### config.mk
export PLATFORM = sky130hd
export DESIGN_NAME = dod_opcode_decoder
export DESIGN_NICKNAME = d
export VERILOG_FILES = /design/src/dod_pkg.sv /design/src/dod_dec_if.sv /design/src/dod_classify.sv /design/src/dod_cycle_timer.sv /design/src/dod_opcode_decoder.sv
export SDC_FILE = /design/constraint.sdc
export NUM_CORES = 1
export LEC_CHECK = 0
export ABC_AREA = 1
export CAP_MARGIN = 15
export CELL_PAD_IN_SITES_DETAIL_PLACEMENT = 0
export CELL_PAD_IN_SITES_GLOBAL_PLACEMENT = 2
export CORE_UTILIZATION = 37
export DETAILED_ROUTE_END_ITERATION = 8
export DONT_BUFFER_PORTS = 1
export PLACE_DENSITY = 0.85
export SLEW_MARGIN = 20
export SYNTH_ARGS = -nofsm -noshare
export SYNTH_HDL_FRONTEND = slang
export SYNTH_SLANG_ARGS = --single-unit
export TNS_END_PERCENT = 1
### constraint.sdc
create_clock -name ref_clk -period 6.89 [get_ports ref_clk]
set_clock_uncertainty 0.1 [all_clocks]
set_input_delay 2.067 -clock ref_clk [delete_from_list [all_inputs] [get_ports ref_clk]]
set_output_delay 2.067 -clock ref_clk [all_outputs]
set_load 0.005 [all_outputs]
### src/dod_pkg.sv
package dod_pkg;

    localparam int AUX_SEL_LSB  = 8;
    localparam int AUX_LONG_LSB = 0;
    localparam int AUX_SEL_W    = 3;
    localparam int ADDR_W       = 8;
    localparam int SHORT_IMM_W  = 8;
    localparam int PAGE_IMM_W   = 9;
    localparam int MULT_IMM_W   = 13;

    typedef logic [15:0] dod_word_t;
    typedef logic [1:0]  dod_words_t;
    typedef logic [2:0]  dod_cyc_t;

    localparam dod_words_t WRD_ONE   = 2'h1;
    localparam dod_words_t WRD_TWO   = 2'h2;
    localparam dod_cyc_t   CYC_NONE  = 3'h0;
    localparam dod_cyc_t   CYC_ONE   = 3'h1;
    localparam dod_cyc_t   CYC_TWO   = 3'h2;
    localparam dod_cyc_t   CYC_THREE = 3'h3;
    localparam dod_cyc_t   CYC_FOUR  = 3'h4;

    typedef enum logic [5:0] {
        OP_NONE              = 6'h00,
        OP_LOAD_ACC_LOW      = 6'h01,
        OP_CLEAR_ACC         = 6'h02,
        OP_ZERO_LOAD_HIGH    = 6'h03,
        OP_ZERO_LOAD_LOW     = 6'h04,
        OP_LOAD_ACC_OPERAND_SHIFT = 6'h05,
        OP_LOAD_AUX_MEM      = 6'h06,
        OP_LOAD_AUX_SHORT    = 6'h07,
        OP_LOAD_AUX_LONG     = 6'h08,
        OP_LOAD_PAGE_MEM     = 6'h09,
        OP_LOAD_PAGE_IMM     = 6'h0a,
        OP_LOAD_STATUS_ZERO  = 6'h0b,
        OP_LOAD_STATUS_ONE   = 6'h0c,
        OP_LOAD_MULT_OPERAND = 6'h0d,
        OP_LOAD_OPERAND_ACCUMULATE = 6'h0e,
        OP_LOAD_OPERAND_ACC_MOVE   = 6'h0f,
        OP_LOAD_OPERAND_STORE_PRODUCT = 6'h10,
        OP_LOAD_OPERAND_SUBTRACT   = 6'h11,
        OP_MULTIPLY_ACCUMULATE     = 6'h12,
        OP_MULTIPLY_ACCUMULATE_MOVE = 6'h13,
        OP_SELECT_AUX_POINTER = 6'h14,
        OP_MODIFY_AUX_REG    = 6'h15,
        OP_NO_OPERATION      = 6'h16,
        OP_MULTIPLY_OP       = 6'h17,
        OP_MULTIPLY_IMM      = 6'h18,
        OP_MULTIPLY_ADD_PREVIOUS = 6'h19,
        OP_MULTIPLY_SUB_PREVIOUS = 6'h1a,
        OP_MULTIPLY_UNSIGNED = 6'h1b,
        OP_NORMALIZE_ACC     = 6'h1c,
        OP_OR_ACC            = 6'h1d,
        OP_OR_IMM_SHIFT16    = 6'h1e,
        OP_PRODUCT_TO_ACC    = 6'h1f,
        OP_NEGATE_ACC        = 6'h20,
        OP_SOFT_NMI          = 6'h21
    } dod_op_t;

    typedef enum logic [2:0] {
        ST_IDLE  = 3'b001,
        ST_CONST = 3'b010,
        ST_HOLD  = 3'b100
    } dod_state_t;

    typedef struct packed {
        dod_state_t  state;
        logic        ready;
        logic        opValid;
        dod_op_t     op;
        logic [2:0]  auxSel;
        logic [7:0]  addr;
        dod_word_t   imm;
        dod_word_t   constWord;
        dod_words_t  words;
        dod_cyc_t    cycles;
        logic        shiftFromOperand;
    } dod_core_t;

    localparam dod_core_t CORE_RESET = '{state: ST_IDLE, ready: 1'b1, op: OP_NONE,
                                         words: WRD_ONE, cycles: CYC_ONE, default: '0};

endpackage
### src/dod_dec_if.sv
`timescale 1ns/100ps
interface dod_dec_if;
    import dod_pkg::*;

    dod_word_t  word;
    dod_op_t    op;
    dod_words_t words;
    dod_cyc_t   cycles;
    logic [2:0] auxSel;
    logic [7:0] addr;
    dod_word_t  imm;
    logic       shiftFromOperand;
    logic       load;
    dod_cyc_t   loadValue;
    dod_cyc_t   count;
    logic       lastTick;

    modport dec (input word, output op, words, cycles, auxSel, addr, imm, shiftFromOperand);
    modport tmr (input load, loadValue, output count, lastTick);
    modport core (output word, load, loadValue,
                  input op, words, cycles, auxSel, addr, imm, shiftFromOperand, count, lastTick);
endinterface

### src/dod_classify.sv
`timescale 1ns/100ps
module dod_classify
    import dod_pkg::*;
(
    // Word in, decode out
    dod_dec_if.dec d
);

    always_comb begin
        d.op               = OP_NONE;
        d.words            = WRD_ONE;
        d.cycles           = CYC_ONE;
        d.auxSel           = d.word[AUX_SEL_LSB +: AUX_SEL_W];
        d.addr             = d.word[ADDR_W-1:0];
        d.imm              = 16'h0000;
        d.shiftFromOperand = 1'b0;
        // Specific encodings sit above the wider patterns they overlap
        casez (d.word)
            // [RULE1] zero constant clears
            16'hb900: d.op = OP_CLEAR_ACC;
            16'hb9??: begin
                d.op  = OP_LOAD_ACC_LOW;
                d.imm = dod_word_t'(d.word[SHORT_IMM_W-1:0]);
            end
            // [RULE2] [RULE3] zeroing loads
            16'h6a??: d.op = OP_ZERO_LOAD_HIGH;
            16'h69??: d.op = OP_ZERO_LOAD_LOW;
            // [RULE4] shift from operand register
            16'h6b??: begin
                d.op               = OP_LOAD_ACC_OPERAND_SHIFT;
                d.shiftFromOperand = 1'b1;
            end
            // [RULE6] long form, select in low bits
            16'b1011_1111_0000_1???: begin
                d.op     = OP_LOAD_AUX_LONG;
                d.words  = WRD_TWO;
                d.cycles = CYC_TWO;
                d.auxSel = d.word[AUX_LONG_LSB +: AUX_SEL_W];
            end
            // [RULE5] memory and short forms
            16'b0000_0???_????_????: begin
                d.op     = OP_LOAD_AUX_MEM;
                d.cycles = CYC_TWO;
            end
            16'b1011_0???_????_????: begin
                d.op     = OP_LOAD_AUX_SHORT;
                d.cycles = CYC_TWO;
                d.imm    = dod_word_t'(d.word[SHORT_IMM_W-1:0]);
            end
            // [RULE7] page pointer loads
            16'h0d??: begin
                d.op     = OP_LOAD_PAGE_MEM;
                d.cycles = CYC_TWO;
            end
            16'b1011_110?_????_????: begin
                d.op     = OP_LOAD_PAGE_IMM;
                d.cycles = CYC_TWO;
                d.imm    = dod_word_t'(d.word[PAGE_IMM_W-1:0]);
            end
            // [RULE8] status loads
            16'h0e??, 16'h0f??: begin
                d.op     = d.word[8] ? OP_LOAD_STATUS_ONE : OP_LOAD_STATUS_ZERO;
                d.cycles = CYC_TWO;
            end
            // [RULE9] [RULE10] operand register family
            16'h73??: d.op = OP_LOAD_MULT_OPERAND;
            16'h70??: d.op = OP_LOAD_OPERAND_ACCUMULATE;
            16'h72??: d.op = OP_LOAD_OPERAND_ACC_MOVE;
            16'h71??: d.op = OP_LOAD_OPERAND_STORE_PRODUCT;
            16'h74??: d.op = OP_LOAD_OPERAND_SUBTRACT;
            // [RULE11] two words, three cycles
            16'ha2??, 16'ha3??: begin
                d.op     = d.word[8] ? OP_MULTIPLY_ACCUMULATE_MOVE : OP_MULTIPLY_ACCUMULATE;
                d.words  = WRD_TWO;
                d.cycles = CYC_THREE;
            end
            // [RULE12] pointer, no-op, modify
            16'h8b00: d.op = OP_NO_OPERATION;
            16'b1000_1011_1000_1???: begin
                d.op     = OP_SELECT_AUX_POINTER;
                d.auxSel = d.word[AUX_LONG_LSB +: AUX_SEL_W];
            end
            16'h8b??: d.op = OP_MODIFY_AUX_REG;
            // [RULE13] [RULE14] [RULE15] multiplies
            16'h54??: d.op = OP_MULTIPLY_OP;
            16'b110?_????_????_????: begin
                d.op  = OP_MULTIPLY_IMM;
                d.imm = dod_word_t'(d.word[MULT_IMM_W-1:0]);
            end
            16'h50??: d.op = OP_MULTIPLY_ADD_PREVIOUS;
            16'h51??: d.op = OP_MULTIPLY_SUB_PREVIOUS;
            16'h55??: d.op = OP_MULTIPLY_UNSIGNED;
            // [RULE16] normalize
            16'ha0??: d.op = OP_NORMALIZE_ACC;
            // [RULE17] OR forms
            16'h6d??: d.op = OP_OR_ACC;
            16'hbe82: begin
                d.op     = OP_OR_IMM_SHIFT16;
                d.words  = WRD_TWO;
                d.cycles = CYC_TWO;
            end
            // [RULE18] product, negate, soft interrupt
            16'hbe03: d.op = OP_PRODUCT_TO_ACC;
            16'hbe02: d.op = OP_NEGATE_ACC;
            16'hbe52: begin
                d.op     = OP_SOFT_NMI;
                d.cycles = CYC_FOUR;
            end
            default: d.op = OP_NONE;
        endcase
    end

endmodule

### src/dod_cycle_timer.sv
`timescale 1ns/100ps
module dod_cycle_timer
    import dod_pkg::*;
(
    // Clock and reset
    input wire logic ref_clk,
    input wire logic rst,
    // Load and tick
    dod_dec_if.tmr   t
);

    typedef struct packed {
        dod_cyc_t count;
    } dod_tmr_t;

    dod_tmr_t s_r;
    dod_tmr_t s_nxt;

    always_comb begin
        s_nxt = s_r;
        if (t.load) begin
            s_nxt.count = t.loadValue;
        end else if (s_r.count != CYC_NONE) begin
            s_nxt.count = s_r.count - CYC_ONE;
        end
    end

    always_ff @(posedge ref_clk) begin
        if (rst) begin
            s_r <= '{count: CYC_NONE};
        end else begin
            s_r <= s_nxt;
        end
    end

    assign t.count    = s_r.count;
    assign t.lastTick = (s_r.count == CYC_ONE);

endmodule

### src/dod_opcode_decoder.sv
`timescale 1ns/100ps
// What this block does
// [RULE1] 0xb9 prefix loads 8-bit immediate into low accumulator; zero means clear.
// [RULE2] 0x6a prefix clears low half, loads high half from memory, one cycle.
// [RULE3] 0x69 prefix clears accumulator, loads low half without sign extension.
// [RULE4] 0x6b prefix loads accumulator shifted by the operand register.
// [RULE5] Aux register load from memory or short immediate, one word, two cycles.
// [RULE6] 0xbf08-0xbf0f loads aux register from second word, two words, two cycles.
// [RULE7] Page pointer from memory or 9-bit immediate, one word, two cycles.
// [RULE8] 0x0e and 0x0f load status registers zero and one, two cycles.
// [RULE9] 0x73 loads operand register; 0x70 also accumulates previous product.
// [RULE10] 0x72 accumulates and moves, 0x71 stores product, 0x74 subtracts.
// [RULE11] 0xa2 and 0xa3 multiply-accumulate, two words, three cycles.
// [RULE12] 0x8b88-0x8b8f selects aux pointer, 0x8b00 is no-op, other 0x8b modify.
// [RULE13] 0x54 multiplies by data word; top bits 110 multiply by 13-bit immediate.
// [RULE14] 0x50 multiplies and adds previous product, one cycle.
// [RULE15] 0x51 multiplies and subtracts previous product; 0x55 multiplies unsigned.
// [RULE16] 0xa0 prefix normalizes the accumulator, one word, one cycle.
// [RULE17] 0x6d ORs data word; 0xbe82 ORs constant shifted by 16, two words.
// [RULE18] 0xbe03 product to accumulator, 0xbe02 negate, 0xbe52 soft interrupt, four.
// [RULE19] Second word becomes the constant; issue waits out the cycle count.
module dod_opcode_decoder
    import dod_pkg::*;
(
    // Clock and reset
    input  wire logic       ref_clk,
    input  wire logic       rst,
    // Program fetch side
    input  wire logic       fetchValid,
    input  wire dod_word_t  fetchWord,
    output logic            fetchReady,
    // Decoded instruction
    output logic            opValid,
    output dod_op_t         opKind,
    output logic [2:0]      opAuxSel,
    output logic [7:0]      opAddr,
    output dod_word_t       opImm,
    output dod_word_t       opConst,
    output dod_words_t      opWords,
    output dod_cyc_t        opCycles,
    output logic            opShiftFromOperand
);

    dod_dec_if  d ();
    dod_core_t  st_r;
    dod_core_t  st_nxt;
    logic       take;
    dod_cyc_t   holdCnt;

    dod_classify u_classify (
        .d (d.dec)
    );

    dod_cycle_timer u_timer (
        .ref_clk (ref_clk),
        .rst     (rst),
        .t       (d.tmr)
    );

    // Cycles still owed once the last word of an instruction is in
    function automatic dod_cyc_t holdOf(input dod_words_t w, input dod_cyc_t c);
        holdOf = c - dod_cyc_t'(w);
    endfunction

    assign take = fetchValid && st_r.ready;

    always_comb begin
        st_nxt      = st_r;
        d.word      = fetchWord;
        d.load      = 1'b0;
        d.loadValue = CYC_NONE;
        holdCnt     = CYC_NONE;
        st_nxt.opValid = 1'b0;
        case (st_r.state)
            ST_IDLE: begin
                if (take) begin
                    st_nxt.op               = d.op;
                    st_nxt.auxSel           = d.auxSel;
                    st_nxt.addr             = d.addr;
                    st_nxt.imm              = d.imm;
                    st_nxt.words            = d.words;
                    st_nxt.cycles           = d.cycles;
                    st_nxt.shiftFromOperand = d.shiftFromOperand;
                    st_nxt.constWord        = 16'h0000;
                    // [RULE19] wait for the constant
                    if (d.words == WRD_TWO) begin
                        st_nxt.state = ST_CONST;
                    end else begin
                        st_nxt.opValid = 1'b1;
                        holdCnt        = holdOf(d.words, d.cycles);
                    end
                end
            end
            ST_CONST: begin
                // [RULE6] [RULE11] [RULE17] constant word
                if (take) begin
                    st_nxt.constWord = fetchWord;
                    st_nxt.opValid   = 1'b1;
                    st_nxt.state     = ST_IDLE;
                    holdCnt          = holdOf(st_r.words, st_r.cycles);
                end
            end
            ST_HOLD: begin
                // [RULE19] release after the owed cycles
                if (d.lastTick) begin
                    st_nxt.ready = 1'b1;
                    st_nxt.state = ST_IDLE;
                end
            end
            default: begin
                st_nxt = CORE_RESET;
            end
        endcase
        // Back-to-back issue stays possible when nothing is owed
        if (holdCnt != CYC_NONE) begin
            st_nxt.ready = 1'b0;
            st_nxt.state = ST_HOLD;
            d.load       = 1'b1;
            d.loadValue  = holdCnt;
        end
    end

    always_ff @(posedge ref_clk) begin
        if (rst) begin
            st_r <= CORE_RESET;
        end else begin
            st_r <= st_nxt;
        end
    end

    assign fetchReady         = st_r.ready;
    assign opValid            = st_r.opValid;
    assign opKind             = st_r.op;
    assign opAuxSel           = st_r.auxSel;
    assign opAddr             = st_r.addr;
    assign opImm              = st_r.imm;
    assign opConst            = st_r.constWord;
    assign opWords            = st_r.words;
    assign opCycles           = st_r.cycles;
    assign opShiftFromOperand = st_r.shiftFromOperand;

    logic idleTake;
    assign idleTake = take && (st_r.state == ST_IDLE);
endmodule

==> qor.csv <==
metric;value;unit
outcome;finished, final reports clean;
Resized cells post-CTS;0;
cell with the most instances after synthesis;sky130_fd_sc_hd__nand2_1;
largest net degree at the start of global routing;55;
count of cells along the worst register-to-register path;7;
number of synthesized flops with an enable pin;0;
unrepaired setup endpoints after global routing;no;
max cap viols;0;
share of the synthesized area in the top cell type;0.317;
Achievable Freq;0.232;GHz
Placeable Area;9860;um^2
Yosys warning count;0;
clock period minus worst slack;4.32;ns
DRC;0;
fraction of the core area covered by cells at the end of the flow;0.370;
Initial DRC Count;150;
final HPWL from detailed placement;7510;um
area growth from synthesis to layout;-3.76;%
grt total ovfl;0;
Die X;103;um
Unique masters post-synth;39;
root buffer cell;sky130_fd_sc_hd__clkbuf_8;
Seq/Total Area, Yosys;0.317;
Routed wire per std cell;15.9;um
startpoint kind of the worst setup timing path;input port;
top post-synthesis cells by count;124 x sky130_fd_sc_hd__nand2_1, 60 x sky130_fd_sc_hd__dfxtp_1, 59 x sky130_fd_sc_hd__buf_4;
worst supply voltage drop on vdd;0.0910;mV
overall routing resource usage;0.199;
Slew headroom;0.314;
CP Data Required Time;7.03;ns
type of element capturing the critical path;flip-flop;
cts bufs inserted;9;
starting utilization of the core area;0.385;
antenna-violating nets left;0;
hold buffer count at cts;0;
maximum clock insertion buffer count;2;
Via-to-Cell Ratio;5.14;
total negative setup slack;0;ns
number of register bits inferred by synthesis;60;
signal arrival time at the worst endpoint;4.46;ns
average cell area after synthesis;6.83;um^2
final weighted congestion in routability-driven placement;0.932;
number of endpoints with negative hold slack in the final report;0;
clock tree from TritonCTS;built;
P per Cell Area;236;nW/um^2
total of endpoints with negative setup slack in the final report;0;
Worst-Skew Late Latency;0.35;ns
proportion of synthesized flip-flops having asynchronous set or reset;0;
# rows;36;
H-tree levels;3;
total iterations of the first detailed-routing run;4;
class of the most critical hold timing path;flip-flop to flip-flop;
leading cell types by total area after synthesis;sky130_fd_sc_hd__dfxtp_1 32%, sky130_fd_sc_hd__nand2_1 12%, sky130_fd_sc_hd__buf_4 12%;
ratio of cells with drive above 1 in the final layout;0.118;
IO Count;76;
type of the worst setup path;input port to flip-flop;
vias in the first global route;3008;
die outline area;10700;um^2
# port buffers;0;
first-pass GRT wire length;15800;um
most instantiated flip-flop cell in the synthesis netlist;sky130_fd_sc_hd__dfxtp_1;
worst-path cell chain;inv_1, nor2_2, nand2_1, nor2_2, o21ai_1, nand3_1, nor2_4, nand2_2, o21ai_2, inv_2, ha_1, inv_1, fa_1, nand4_1, nand2_1, nor2_4, nand3b_1, nor2_1, nor2_1;
postcts setup bufs;0;
total power;0.000861;W
antenna violations before repair;0;
number of antenna repair diodes;0;
total length of routed wires;10100;um
worst-path maximum fanout;7;
clock sink count;60;
most area-hungry cell type in the Yosys netlist;sky130_fd_sc_hd__dfxtp_1;
final number of max-transition violations;0;
worst hold slack;0.377;ns
netlist area before placement;3790;um^2
CP max-delay cell;sky130_fd_sc_hd__fa_1;
nets@finish;520;
slew of the pin with the lowest slew margin;1.02;ns
leakage power of the design;1.46;nW
vias;3250;
clock transition at the registers of the reported paths;0.07;ns
peak per-stage delay on the critical path;0.40;ns
hold path depth;2;
number of instances in the synthesized netlist;556;
period utilisation layout;0.627;
Die Height;103;um
## cells in the final DEF, fill, tap and decap left out, types with 3 or more instances in the layout
master                     Yosys  final
sky130_fd_sc_hd__a21oi_1      49     49
sky130_fd_sc_hd__a22oi_1       5      5
sky130_fd_sc_hd__a31oi_1       3      3
sky130_fd_sc_hd__clkbuf_8      0     13
sky130_fd_sc_hd__conb_1        1      3
sky130_fd_sc_hd__dfxtp_1      60     60
sky130_fd_sc_hd__ha_1          5      5
sky130_fd_sc_hd__inv_1        32     32
sky130_fd_sc_hd__inv_2        16     16
sky130_fd_sc_hd__nand2_1     124    124
sky130_fd_sc_hd__nand2_2       4      4
sky130_fd_sc_hd__nand3_1      37     37
sky130_fd_sc_hd__nand3b_1      3      3
sky130_fd_sc_hd__nand4_1      25     25
sky130_fd_sc_hd__nor2_1       54     54
sky130_fd_sc_hd__nor2_2        8      8
sky130_fd_sc_hd__nor2_4        7      7
sky130_fd_sc_hd__nor3_1       11     11
sky130_fd_sc_hd__o211ai_1      5      5
sky130_fd_sc_hd__o21ai_0       8      8
sky130_fd_sc_hd__o21ai_1       5      5
## registers in the layout, indices dropped and copies added, names as in the netlist
signal and flops:
opAddr 8, opKind 6, opWords 2, opValid 1, opShiftFromOperand 1, fetchReady 1, st_r 3, opCycles 3
opConst 16, opImm 13, u_timer.t.count 3, opAuxSel 3
## power breakdown
group          leakage, nW  switching [W]  internal, W
sequential           0.487      0.0000170     0.000368
clock                0.105       0.000146     0.000169
combinational        0.864       0.000108    0.0000527
## per-stage QoR
| step | worst slack (ns) | cells | instance area (um^2) |
|---|---|---|---|
| after floorplan | 2.38 | 558 | 3800 |
| after global placement | 2.20 | 616 | 3450 |
| after detailed placement | 2.23 | 616 | 3450 |
| after CTS | 2.58 | 632 | 3650 |
| after global routing | 2.34 | 632 | 3650 |
| final | 2.57 | 632 | 3650 |
## per-layer routing
layer,vias up,share of wire,global-route usage
li1,1640,-,-
met1,1492,0.46,0.255
met2,99,0.45,0.316
met3,19,0.071,0.0585
met4,0,0.019,0.0780
met5,-,0,0
## worst paths after layout
| check | slack, ns | to | from |
|---|---|---|---|
| worst max-delay path | 2.57 | u_timer.t.count[0]$_SDFFE_PP0P_ | fetchWord[14] |
| worst max register to register | 4.19 | opAddr[4]$_SDFFE_PP0P_ | st_r[58]$_SDFFE_PP0P_ |
| worst min register to register | 0.38 | opImm[5]$_SDFFE_PP0P_ | opImm[5]$_SDFFE_PP0P_ |
| worst min-delay path | 0.38 | opImm[5]$_SDFFE_PP0P_ | opImm[5]$_SDFFE_PP0P_ |
## worst max-delay path: cells and delay by family
kind	cells	cell delay, ns
AO/OA/AOI/OAI	2	0.24
buffers and inverters	3	0.18
AND/OR/NAND/NOR	12	1.41
adder cells (fa/ha/maj)	2	0.57
## logic make-up after synthesis
group,after synthesis,share of synthesized area
compound gates,80,0.118
xor+xnor,3,0.00693
fa+ha+maj,7,0.0270
buf+inv,125,0.186
flops,60,0.317
other cells,1,0.000988
simple gates,280,0.345
## final cells by class
cell class                      instances  area (um^2)
Fill cell                            1059         6210
Clock buffer                           13          179
Timing Repair Buffer                    1         7.51
Tap cell                              133          166
Inverter                               49          184
Sequential cell                        60         1200
Multi-Input combinational cell        373         1900
Clock inverter                          3         18.8
Power figures use the tool's default switching activity.
